[src/hw/asp_pkg.sv]
// Shared constants for the serial converter pin interface
package asp_pkg;

  // ==========================================================
  // Clock and timing
  localparam int CLK_PERIOD_NS = 50;
  localparam int INT_STEP_NS = 400;
  localparam int INT_STEP_CYC =
    (INT_STEP_NS + CLK_PERIOD_NS - 1) / CLK_PERIOD_NS;

  // ==========================================================
  // Control word and result layout
  localparam int CTRL_BITS = 8;
  localparam int TRACK_BIT = 5;
  localparam int RES_BITS = 10;
  localparam int EXT_MODE_POS = 0;
  localparam int SYNC_W = 5 + RES_BITS;

  // ==========================================================
  // Three-level shutdown input codes
  localparam logic [1:0] TLPD_LOW = 2'h0;
  localparam logic [1:0] TLPD_FLOAT = 2'h1;
  localparam logic [1:0] TLPD_HIGH = 2'h3;

  // ==========================================================
  // Reset values
  localparam logic [3:0] BITCNT_RST = 4'h0;
  localparam logic [RES_BITS-1:0] RES_RST = 10'h000;
  localparam logic [7:0] CTRL_RST = 8'h00;

  typedef enum logic [4:0] {
    ST_IDLE = 5'b00001,
    ST_CTRL = 5'b00010,
    ST_CONV_EXT = 5'b00100,
    ST_CONV_INT = 5'b01000,
    ST_READ = 5'b10000
  } asp_state_t;

endpackage

[src/hw/asp_sync.sv]
// Two-stage synchroniser for inputs arriving from outside the clock domain
`timescale 1ns/1ps
module asp_sync #(
  parameter int W = 1
) (
  input wire logic clk_i,
  input wire logic rst_i,
  input wire logic [W-1:0] d_i,
  output logic [W-1:0] q_o
);
  logic [W-1:0] meta;

  always_ff @(posedge clk_i) begin
    if (rst_i) begin
      meta <= '0;
      q_o <= '0;
    end else begin
      meta <= d_i;
      q_o <= meta;
    end
  end
endmodule

[src/hw/asp_top.sv]
// Serial pin interface and conversion sequencing of an 8-channel 10-bit converter
`timescale 1ns/1ps
module asp_top
  import asp_pkg::*;
(
  input wire logic clk_i,
  input wire logic rst_i,
  input wire logic sclk_i,
  input wire logic cs_n_i,
  input wire logic din_i,
  input wire logic [1:0] three_level_powerdown_input_i,
  input wire logic [RES_BITS-1:0] sample_code_i,
  output logic dout_o,
  output logic dout_oe_n_o,
  output logic conversion_strobe_o,
  output logic conversion_strobe_oe_n_o,
  output logic track_o,
  output logic shutdown_o,
  output logic ext_comp_o
);

  // ==========================================================
  // Input synchronisation and serial clock edges
  logic [SYNC_W-1:0] sync_q;
  logic sclk_s;
  logic cs_n_s;
  logic sel_s;
  logic din_s;
  logic [1:0] tlpd_s;
  logic [1:0] tlpd_q;
  logic [RES_BITS-1:0] code_s;
  logic sclk_d;
  logic rise;
  logic fall;

  // Select and level code pass inverted so cleared flops read as deselected and
  // operational; otherwise the pins would look selected and shut down after reset
  asp_sync #(.W(SYNC_W)) u_sync (
    .clk_i(clk_i),
    .rst_i(rst_i),
    .d_i({sclk_i, ~cs_n_i, din_i, ~three_level_powerdown_input_i, sample_code_i}),
    .q_o(sync_q)
  );

  assign {sclk_s, sel_s, din_s, tlpd_q, code_s} = sync_q;
  assign cs_n_s = ~sel_s;
  assign tlpd_s = ~tlpd_q;

  always_ff @(posedge clk_i) begin
    if (rst_i) begin
      sclk_d <= 1'b0;
    end else begin
      sclk_d <= sclk_s;
    end
  end

  assign rise = sclk_s & ~sclk_d;
  assign fall = ~sclk_s & sclk_d;

  // ==========================================================
  // Shutdown pin decode
  function automatic logic is_low(input logic [1:0] lvl);
    is_low = (lvl == TLPD_LOW);
  endfunction

  always_ff @(posedge clk_i) begin
    if (rst_i) begin
      shutdown_o <= 1'b0;
      ext_comp_o <= 1'b0;
    end else begin
      shutdown_o <= is_low(tlpd_s);
      if (!is_low(tlpd_s)) begin
        ext_comp_o <= (tlpd_s == TLPD_FLOAT);
      end
    end
  end

  // ==========================================================
  // Sequencer
  asp_state_t state;
  logic [3:0] bitcnt;
  logic [7:0] ctrl;
  logic ext_mode;
  logic [RES_BITS-1:0] result;
  logic [RES_BITS-1:0] held_code;
  logic [3:0] step;
  logic [3:0] divcnt;
  logic step_en;
  logic [RES_BITS-1:0] trial;
  logic decide;
  logic active;

  assign active = ~cs_n_s & ~is_low(tlpd_s);
  // Successive approximation: keep the trial bit if the held sample reaches it
  assign trial = result | (RES_BITS'(1) << step);
  assign decide = (held_code >= trial);

  // Internal conversion clock as an enable pulse
  always_ff @(posedge clk_i) begin
    if (rst_i || state != ST_CONV_INT) begin
      divcnt <= 4'h0;
      step_en <= 1'b0;
    end else if (divcnt == 4'(INT_STEP_CYC - 1)) begin
      divcnt <= 4'h0;
      step_en <= 1'b1;
    end else begin
      divcnt <= divcnt + 4'h1;
      step_en <= 1'b0;
    end
  end

  always_ff @(posedge clk_i) begin
    if (rst_i || is_low(tlpd_s)) begin
      state <= ST_IDLE;
      bitcnt <= BITCNT_RST;
      ctrl <= CTRL_RST;
      ext_mode <= 1'b0;
      result <= RES_RST;
      held_code <= RES_RST;
      step <= 4'h0;
      track_o <= 1'b0;
      dout_o <= 1'b0;
      conversion_strobe_o <= 1'b1;
    end else begin
      case (state)
        ST_IDLE: begin
          // The first 1 seen with select low opens the control word
          if (active && rise && din_s) begin
            ctrl <= {7'h00, 1'b1};
            bitcnt <= 4'h1;
            state <= ST_CTRL;
          end
        end
        ST_CTRL: begin
          if (cs_n_s) begin
            state <= ST_IDLE;
            track_o <= 1'b0;
          end else if (rise) begin
            ctrl <= {ctrl[6:0], din_s};
            bitcnt <= bitcnt + 4'h1;
          end else if (fall && bitcnt == 4'(TRACK_BIT)) begin
            track_o <= 1'b1;
          end else if (fall && bitcnt == 4'(CTRL_BITS)) begin
            track_o <= 1'b0;
            held_code <= code_s;
            result <= RES_RST;
            step <= 4'(RES_BITS - 1);
            ext_mode <= ctrl[EXT_MODE_POS];
            if (ctrl[EXT_MODE_POS]) begin
              conversion_strobe_o <= 1'b1;
              state <= ST_CONV_EXT;
            end else begin
              conversion_strobe_o <= 1'b0;
              state <= ST_CONV_INT;
            end
          end
        end
        ST_CONV_EXT: begin
          if (cs_n_s) begin
            state <= ST_IDLE;
          end else if (fall) begin
            // One decision per serial clock, bit leaves on the same edge
            conversion_strobe_o <= 1'b0;
            result[step] <= decide;
            dout_o <= decide;
            step <= step - 4'h1;
            if (step == 4'h0) begin
              state <= ST_READ;
            end
          end
        end
        ST_CONV_INT: begin
          // Runs to completion on the internal clock even if select rises
          if (step_en) begin
            result[step] <= decide;
            step <= step - 4'h1;
            if (step == 4'h0) begin
              conversion_strobe_o <= 1'b1;
              state <= ST_READ;
            end
          end
        end
        ST_READ: begin
          if (cs_n_s) begin
            state <= ST_IDLE;
            dout_o <= 1'b0;
          end else if (fall) begin
            // Internal mode shifts the stored code MSB first, then zeros
            dout_o <= ext_mode ? 1'b0 : result[RES_BITS-1];
            result <= {result[RES_BITS-2:0], 1'b0};
          end
        end
        default: begin
          state <= ST_IDLE;
        end
      endcase
    end
  end

  // ==========================================================
  // Output enables
  always_ff @(posedge clk_i) begin
    if (rst_i) begin
      dout_oe_n_o <= 1'b1;
      conversion_strobe_oe_n_o <= 1'b0;
    end else begin
      dout_oe_n_o <= cs_n_s;
      conversion_strobe_oe_n_o <= ext_mode & cs_n_s;
    end
  end

endmodule
[config.mk]
export PLATFORM = sky130hd
export DESIGN_NAME = asp_top
export DESIGN_NICKNAME = d
export VERILOG_FILES = /design/src/hw/asp_pkg.sv /design/src/hw/asp_sync.sv /design/src/hw/asp_top.sv
export SDC_FILE = /design/constraint.sdc
export NUM_CORES = 1
export LEC_CHECK = 0
export BUFFER_PORTS_ARGS = -buffer_cell sky130_fd_sc_hd__buf_4
export CAP_MARGIN = 10
export CORE_MARGIN = 3
export CORE_UTILIZATION = 30
export CTS_CLUSTER_DIAMETER = 150
export DETAILED_ROUTE_END_ITERATION = 6
export SLEW_MARGIN = 40
export SYNTH_ARGS = -nofsm -noshare
export SYNTH_HDL_FRONTEND = slang
export SYNTH_SLANG_ARGS = --single-unit
[constraint.sdc]
create_clock -name clk_i -period 2.45 [get_ports clk_i]
set_clock_uncertainty 0.2 [all_clocks]
set_input_delay 0.49 -clock clk_i [delete_from_list [all_inputs] [get_ports clk_i]]
set_output_delay 0.49 -clock clk_i [all_outputs]
set_load 0.1 [all_outputs]
==> results.cfg, run 1 <==
[floorplan]
die-area_um2 = 12630
ios = 24
core_area_um2 = 10940
die_y_um = 112.4
die_x_um = 112.4
rows = 38
start_util = 0.3105

[clock_tree]
cts-root-buf = clkbuf_16
cts_buffers = 9
ctsHoldBuffers = 0
clockBufferDepth = 2
path_clk_slew_ns = 0.06
cts_num_sinks = 78
htreeDepth = 3
cts_tree = yes
clk_latency_ns = 0.33

[drt]
postRouteAntennaNets = 0
drc = 0
wl_per_cell_um = 12.91
vias = 2804
first_iter_violations = 161
drt_wl_total_um = 7490
avgViaCountPerCell = 4.834
dr.pass1.iters = 4

[sta]
worst_slack_ns = -0.06050
fin_hold_ws_ns = 0.1071
rsz0062_at_grt = true
slew_violations = 0
hold_violations = 0
max_slew_margin = 0.6568
maxClockFrequency_mhz = 398.3
fin_crit_ns = 2.510
period_share = 1.025
setup_violations = 11
worst_pin_slew_ns = 0.5149

[global_route]
grt_max_degree = 39
grt_pass1_vias = 2798
grtUsageMet1 = 0.1566
grt.met2_usage = 0.2010
top_usage_layer = met2
grt_pass1_wl_um = 12760
antenna_found_initial = 0
grt_use_total = 0.1216
use_met3 = 0.02372
overflow = 0

[finish]
multi_input_area_um2 = 1959
fillCellCount = 1045
layout_common_cells = 73 x dfxtp_1, 73 x buf_4, 38 x nor2_1
regArea_um2 = 1575
syn_to_final_growth_pct = 36.11
insertedDiodeCount = 0
final_cells = 580
final_nets = 472
layout-drive-gt1-share = 0.3045

[run_status]
violations = setup timing
status = finished, violations left

[worst_setup_path]
cp_slowest_cell = dfxtp_4
cp-start-kind = flop
crit_chain = inv_4, ha_4, and3b_2, nor2_4, ha_4, a21o_1, a21oi_2, o41ai_4, a21oi_2, buf_4, a311o_1, a31oi_1
cp.depth = 12
path_buf_inv = 2
path_class = reg -> reg
worstRegToRegCells = 12
crit_path_max_fanout = 5
crit_arrival_ns = 2.52
crit_family = compound AO/OA/AOI/OAI gates
crit_path_max_incr_delay_ns = 0.39
crit_required_ns = 2.46
end_kind = flop

[synth]
synthesis.nets = 405
netlist_instances = 369
synth_compound_area_frac = 0.1610
synthMuxAreaShare = 0.03537
avgSynthCellArea_um2 = 9.203
netlist_area_um2 = 3396
synth_xor_area_frac = 0.01032
yosys-top-cells-area = dfxtp_1 46%, ha_1 7.0%, nor2b_1 5.9%
synth_flop_cell = dfxtp_1
ys_ff_latch = 78
yosys_warnings = 0
ys_seq_area_frac = 0.4598
synth-edff-count = 0
ys_types = 49
synthAdderAreaFrac = 0.07001
synth_area_leader_cell = dfxtp_1
synth_top_area_share = 0.4598
synthArstFlopShare = 0
synth_top_family_by_area = simple AND/OR/NAND/NOR gates
synth-simple-area-share = 0.2347

[placed_design]
dp_hpwl_um = 5145
io_buffers = 23
dpl.cell_count = 558
place_congestion = 0.8444

[power_and_ir_drop]
irDropWorstVdd_v = 0.0003832
powerDensity_nw_per_um2 = 611.9
leakagePower_nw = 1.812

[run]
maxCapViolCount = 0

[worst_hold_path]
holdPathStages = 2
min_path_type = in -> reg
==> path summary, 6_finish.rpt <==
check	endpoint	start	slack [ns]
worst max-delay path	result[5]	step[0]	-0.06
worst min-delay path	u_sync.meta[11]	three_level_powerdown_input_i[1]	0.11
worst max register to register	result[5]	step[0]	-0.06
worst min register to register	u_sync.q_o[6]	u_sync.meta[6]	0.24
==> worst register-to-register path, cell delays in order (launching register included) <==
cell	delay [ns]
dfxtp_4	0.39
inv_4	0.06
ha_4	0.18
and3b_2	0.23
nor2_4	0.12
ha_4	0.22
a21o_1	0.16
a21oi_2	0.18
o41ai_4	0.10
a21oi_2	0.17
buf_4	0.17
a311o_1	0.15
a31oi_1	0.07
==> area by class of cell <==
class                   instances  area share
flip-flops and latches         78      0.3408
inverters                       7    0.007309
repair buffers                 74      0.1210
clock buffers                   9     0.04873
multi-input cells             266      0.4239
clock inverters                 6     0.02030
well taps                     140     0.03790
==> routing by layer <==
layer  vias to the layer above  part of all wire
met5                         -                 0
met4                         0             0.017
met3                        10             0.044
met2                        52              0.47
met1                      1307              0.47
li1                       1435                 -
==> report_power, final <==
group | internal [W] | switching (W)
Clock | 0.000895 | 0.000540
Combinational | 0.0000448 | 0.0000455
Sequential | 0.00129 | 0.0000122
==> stage by stage <==
step	power (W)	setup TNS (ns)	cell area, µm²	worst slack, ns	utilization
after global placement	0.001423	-0.8753	4034	-0.09752	0.3689
after global routing	0.002920	-1.776	4622	-0.1787	0.4227
after floorplan	0.001385	0	3432	0.0005962	-
after CTS	0.002863	-0.5469	4422	-0.07548	0.4043
final	0.002828	-0.4691	4622	-0.06050	0.4227
after detailed placement	0.001425	-1.367	4034	-0.1709	0.3689
==> registers in the layout, indices dropped and copies added, names as in the netlist <==
register and cells:
u_sync.q_o 15, step 4, sclk_d 1, track_o 1, conversion_strobe_o 1, ctrl 1, ext_comp_o 1, held_code 10
dout_oe_n_o 1, conversion_strobe_oe_n_o 1, bitcnt 4, state 5, shutdown_o 1, u_sync.meta 15, dout_o 1, divcnt 4
ext_mode 1, step_en 1, result 10
==> kinds of logic after synthesis <==
| kind of cell | after synthesis |
|---|---|
| compound gates | 84 |
| xor+xnor | 4 |
| fa+ha+maj | 19 |
| buf+inv | 25 |
| flops | 78 |
| mux | 12 |
| simple gates | 147 |
==> what timing repair did <==
item	CTS	global route
pin swaps	29	27
resized for setup	13	35
endpoints found under the setup margin	13	17
buffers inserted	3	3
gates cloned	1	0
==> Yosys cell counts (3+ instances only) <==
cell	number
a211o_1	3
a211oi_1	3
o21ai_0	19
a311o_1	7
or3_1	3
a21oi_1	26
nand2b_1	7
nand3_1	4
nor4_1	3
nor2_1	42
a32o_1	3
a31oi_1	10
nand2_1	22
inv_1	7
nor2b_1	32
mux2i_1	12
nor3_1	8
nand3b_1	5
dfxtp_1	78
ha_1	19
clkbuf_1	14
o21a_1	4
and3b_1	4
nor3b_1	4
xor2_1	3
(Power assumes the default switching activity.)
==> inputs of run 2 (changes only) <==
CORE_UTILIZATION = 54   (was 30)
PLACE_DENSITY = 0.75   (was unset)
==> run 2 against run 1 <==
First-iteration DRC count grew to 2.7 times the previous value. Die area is 42% lower. The flow still finishes with violations (setup timing). Largest cell class unchanged. Non-clock buffer count is 1 lower. Critical path depth stayed put.
==> results.cfg, run 2 (same netlist as run 1, synthesis figures left out) <==
[clock_tree]
htreeDepth = 3
cts-root-buf = clkbuf_8
ctsHoldBuffers = 0
cts_num_sinks = 78
clk_latency_ns = 0.35
path_clk_slew_ns = 0.09
cts_tree = yes
cts_buffers = 9
clockBufferDepth = 2

[finish]
insertedDiodeCount = 0
final_nets = 471
largestRegisters = u_sync.meta: 15 flops, u_sync.q_o: 15 flops
syn_to_final_growth_pct = 29.33
layout_common_cells = 72 x dfxtp_1, 71 x buf_4, 39 x nor2_1
layout-drive-gt1-share = 0.2938
final_cells = 514
fin_area_um2 = 4392
fillCellCount = 412
mostFrequentLayoutCell = dfxtp_1

[power_and_ir_drop]
p_clk_frac = 0.434
powerDensity_nw_per_um2 = 560.5
p_int_w = 0.001910
combPwrFrac = 0.037
irDropWorstVdd_v = 0.0006389
pwr-share-seq = 0.529
leakagePower_nw = 1.753
switching_share = 0.2239
power_switching_w = 0.0005512

[drt]
avgViaCountPerCell = 6.049
drc = 0
first_iter_violations = 433
vias = 3109
postRouteAntennaNets = 0
dr.pass1.iters = 5
wl_per_cell_um = 16.95
drt_wl_total_um = 8714

[floorplan]
die-area_um2 = 7276
die_y_um = 85.30
ios = 24
core_area_um2 = 5991
rows = 28
die_x_um = 85.30
start_util = 0.5668

[sta]
slew_violations = 0
period_share = 1.097
rsz0062_at_grt = true
worst_slack_ns = -0.2387
setup_violations = 12
worst_pin_slew_ns = 0.6027
max_slew_margin = 0.5940
tns_ns = -2.400
hold_violations = 0
fin_hold_ws_ns = 0.08697
fin_crit_ns = 2.689
maxClockFrequency_mhz = 371.9

[global_route]
grt_pass1_wl_um = 13390
antenna_found_initial = 0
grt_use_total = 0.2323
overflow = 0
grt_max_degree = 39
grt_pass1_vias = 2807

[placed_design]
io_buffers = 23
dpl.cell_count = 483
dp_hpwl_um = 5054
place_congestion = 0.8737
dpl_cell_area_um2 = 3877
dpl_worst_slack_ns = -0.1599

[worst_setup_path]
r2r_slack_ns = -0.24
path_class = reg -> reg
crit_required_ns = 2.49
cp-start-kind = flop
end_kind = flop
crit_path_max_fanout = 6
crit_arrival_ns = 2.73

[run_status]
status = finished, violations left
violations = setup timing

[run]
maxCapViolCount = 0

[worst_hold_path]
min_path_type = in -> reg
run 2: cell types whose count changed in the layout (fill, tap and decap cells not counted), moves of 2 or more:
cell / delta
buf_4: -2
clkbuf_16: -9
clkbuf_8: +9
ha_1: +2
ha_4: -2
nand3_2: -2
run 2: layout make-up:
class | instances | area [µm²] | area share
clock inverters | 6 | 93.84 | 0.02137
repair buffers | 73 | 555.5 | 0.1265
clock buffers | 9 | 123.9 | 0.02821
inverters | 7 | 31.28 | 0.007123
flip-flops and latches | 78 | 1577 | 0.3590
well taps | 75 | 93.84 | 0.02137
multi-input cells | 266 | 1917 | 0.4365
run 2: power by group through the flow:
stage	logic (W)	registers (W)	clock network, W
final	0.0000909	0.00130	0.00107
after global routing	0.000100	0.00130	0.00116
after global placement	0.0000864	0.00133	0
after CTS	0.0000897	0.00130	0.00108
after floorplan	0.0000478	0.00134	0
after detailed placement	0.0000888	0.00133	0
run 2: path summary, 6_finish.rpt:
path	startpoint	endpoint	depth (start not counted)
worst min register to register	u_sync.meta[2]	u_sync.q_o[2]	1
worst max-delay path	step[1]	result[5]	12
worst min-delay path	three_level_powerdown_input_i[1]	u_sync.meta[11]	2
worst max register to register	step[1]	result[5]	12
run 2: critical path: stages (launching register included):
cell     delay [ns]
dfxtp_4        0.39
inv_4          0.05
ha_4           0.17
and3b_1        0.20
nor2_2         0.20
ha_4           0.24
a21o_1         0.16
a21oi_2        0.21
o41ai_4        0.12
a21oi_2        0.21
buf_6          0.16
a311o_1        0.17
a31oi_1        0.09
run 2: repair_timing:
action | 4_1_cts | 5_1_grt
gates resized for setup | 26 | 16
buffers inserted | 10 | 5
gates cloned | 1 | 0
endpoints found under the hold margin | 0 | 0
pin swaps | 27 | 16
endpoints found under the setup margin | 13 | 16
run 2: stage by stage:
step / power [W] / util
after global routing: 0.002563 / 0.7331
final: 0.002461 / 0.7331
after CTS: 0.002473 / 0.7132
after detailed placement: 0.001423 / 0.6472
after floorplan: 0.001385 / -
after global placement: 0.001419 / 0.6472
run 2: per-layer routing:
layer | share of wire | track usage
met3 | 0.075 | 0.06214
met5 | 0 | 0
met4 | 0.037 | 0.08777
met2 | 0.47 | 0.3665
met1 | 0.42 | 0.3042
==> inputs of run 3 (changes only) <==
CORE_UTILIZATION = 50   (was 54)
PLACE_DENSITY = 0.71   (was 0.75)
==> run 3 against run 2 <==
Fmax up 3.6%. Combinational power up 1%. Non-clock buffer count down 4. Die area up 7.4%. Sequential share of layout area up 0.23 points. Cell count down 0.19%. Clock-buffer cell count up 2. Routed wire length down 8.6%. Critical path depth unchanged. The flow still finishes with violations (setup timing). Highest routed layer unchanged. Clock power about the same.
==> results.cfg, run 3 (same netlist as run 1, synthesis figures left out) <==
[sta]
slew_violations = 0
worst_slack_ns = -0.1457
worst_pin_slew_ns = 0.5290
maxClockFrequency_mhz = 385.3
fin_crit_ns = 2.596
setup_violations = 11
period_share = 1.059
hold_violations = 0
rsz0062_at_grt = true
max_slew_margin = 0.6436

[placed_design]
io_buffers = 23
dpl_worst_slack_ns = -0.1809
dp_hpwl_um = 5127
place_congestion = 0.8872

[worst_setup_path]
crit_arrival_ns = 2.63
cp_slowest_cell = dfxtp_4
path_class = reg -> reg
crit_path_max_fanout = 6
crit_chain = inv_4, ha_4, and3b_2, nor2_4, ha_4, a21o_1, a21oi_2, o41ai_4, a21oi_2, buf_6, a311o_1, a31oi_1
cp-start-kind = flop
crit_path_max_incr_delay_ns = 0.40
end_kind = flop
crit_required_ns = 2.49
worstRegToRegCells = 12

[global_route]
antenna_found_initial = 0
grt_max_degree = 39
grt_pass1_vias = 2857
grt_use_total = 0.2193
grt_pass1_wl_um = 13410
overflow = 0

[finish]
fillCellCount = 516
insertedDiodeCount = 0
mostFrequentLayoutCell = dfxtp_1
layout-drive-gt1-share = 0.2890
multi_input_area_um2 = 1903
final_nets = 467
final_util = 0.6745
largestRegisters = u_sync.meta: 15 flops, u_sync.q_o: 15 flops
layout_common_cells = 72 x dfxtp_1, 64 x buf_4, 38 x nor2_1
syn_to_final_growth_pct = 28.30
regArea_um2 = 1574

[floorplan]
rows = 29
core_area_um2 = 6459
die_x_um = 88.41
die_y_um = 88.41
die-area_um2 = 7816
ios = 24
start_util = 0.5258

[worst_hold_path]
min_path_type = in -> reg
holdPathStages = 2

[drt]
drt_wl_total_um = 7962
dr.pass1.iters = 5
drc = 0
postRouteAntennaNets = 0
wl_per_cell_um = 15.52
first_iter_violations = 169
avgViaCountPerCell = 5.676
vias = 2912

[power_and_ir_drop]
powerDensity_nw_per_um2 = 562.6
irDropWorstVdd_v = 0.0005149
leakagePower_nw = 1.731

[clock_tree]
htreeDepth = 3
cts_num_sinks = 78
cts_buffers = 9
clk_latency_ns = 0.35
cts_tree = yes
clockBufferDepth = 2
path_clk_slew_ns = 0.08
cts-root-buf = clkbuf_8

[run]
maxCapViolCount = 0

[run_status]
violations = setup timing
status = finished, violations left
## run 3: through the flow
stage               hold slack, ns  total power, W  std cells  cell area, µm²  TNS, ns
global route               0.08326        0.002532        513            4357   -1.924
detailed placement          0.2239        0.001423        486            3887   -1.503
floorplan                   0.2138        0.001385        369            3432        0
CTS                        0.07001        0.002458        510            4248  -0.1744
finish                     0.08216        0.002451        513            4357  -0.9266
global placement            0.2164        0.001420        486            3887  -0.9806
## run 3: worst paths after layout
check             slack, ns                             start         endpoint
setup / recovery      -0.15                           step[0]        result[1]
hold / removal         0.08  three_level_powerdown_input_i[1]  u_sync.meta[11]
setup reg to reg      -0.15                           step[0]        result[1]
hold reg to reg        0.23                   u_sync.meta[13]   u_sync.q_o[13]
## run 3: cell type report
class	instances	area share
clock buffer	11	0.03016
clock inverter	5	0.01924
inverter	7	0.007180
multi-input combinational	266	0.4368
sequential	78	0.3613
tap	77	0.02211
timing repair buffer	69	0.1232
## run 3: critical path, delay by kind of cell, from the launching register on
family / cells / cell delay, ns
DFF: 1 / 0.40
AOI/OAI and AO/OA: 6 / 0.93
buffers and inverters: 2 / 0.20
and+or+nand+nor: 2 / 0.35
adders and majority gates: 2 / 0.39
## run 3: metal layers
metal | vias to the layer above | share of wire | track usage
li1 | 1429 | - | -
met1 | 1375 | 0.46 | 0.2907
met2 | 94 | 0.47 | 0.3453
met3 | 14 | 0.055 | 0.04376
met4 | 0 | 0.017 | 0.1003
met5 | - | 0 | 0
## run 3: repair_timing
| item | in CTS | in global routing |
|---|---|---|
| resized for setup | 24 | 22 |
| setup endpoints to repair | 11 | 16 |
| buffers inserted | 7 | 3 |
| hold buffers | 0 | 0 |
| gates cloned | 1 | 0 |
| pin swaps | 30 | 16 |
## run 3: report_power, final
group	internal, W	switching [W]	leakage [nW]
logic	0.0000441	0.0000479	0.992
registers	0.00129	0.0000116	0.639
clock network	0.000576	0.000481	0.0998
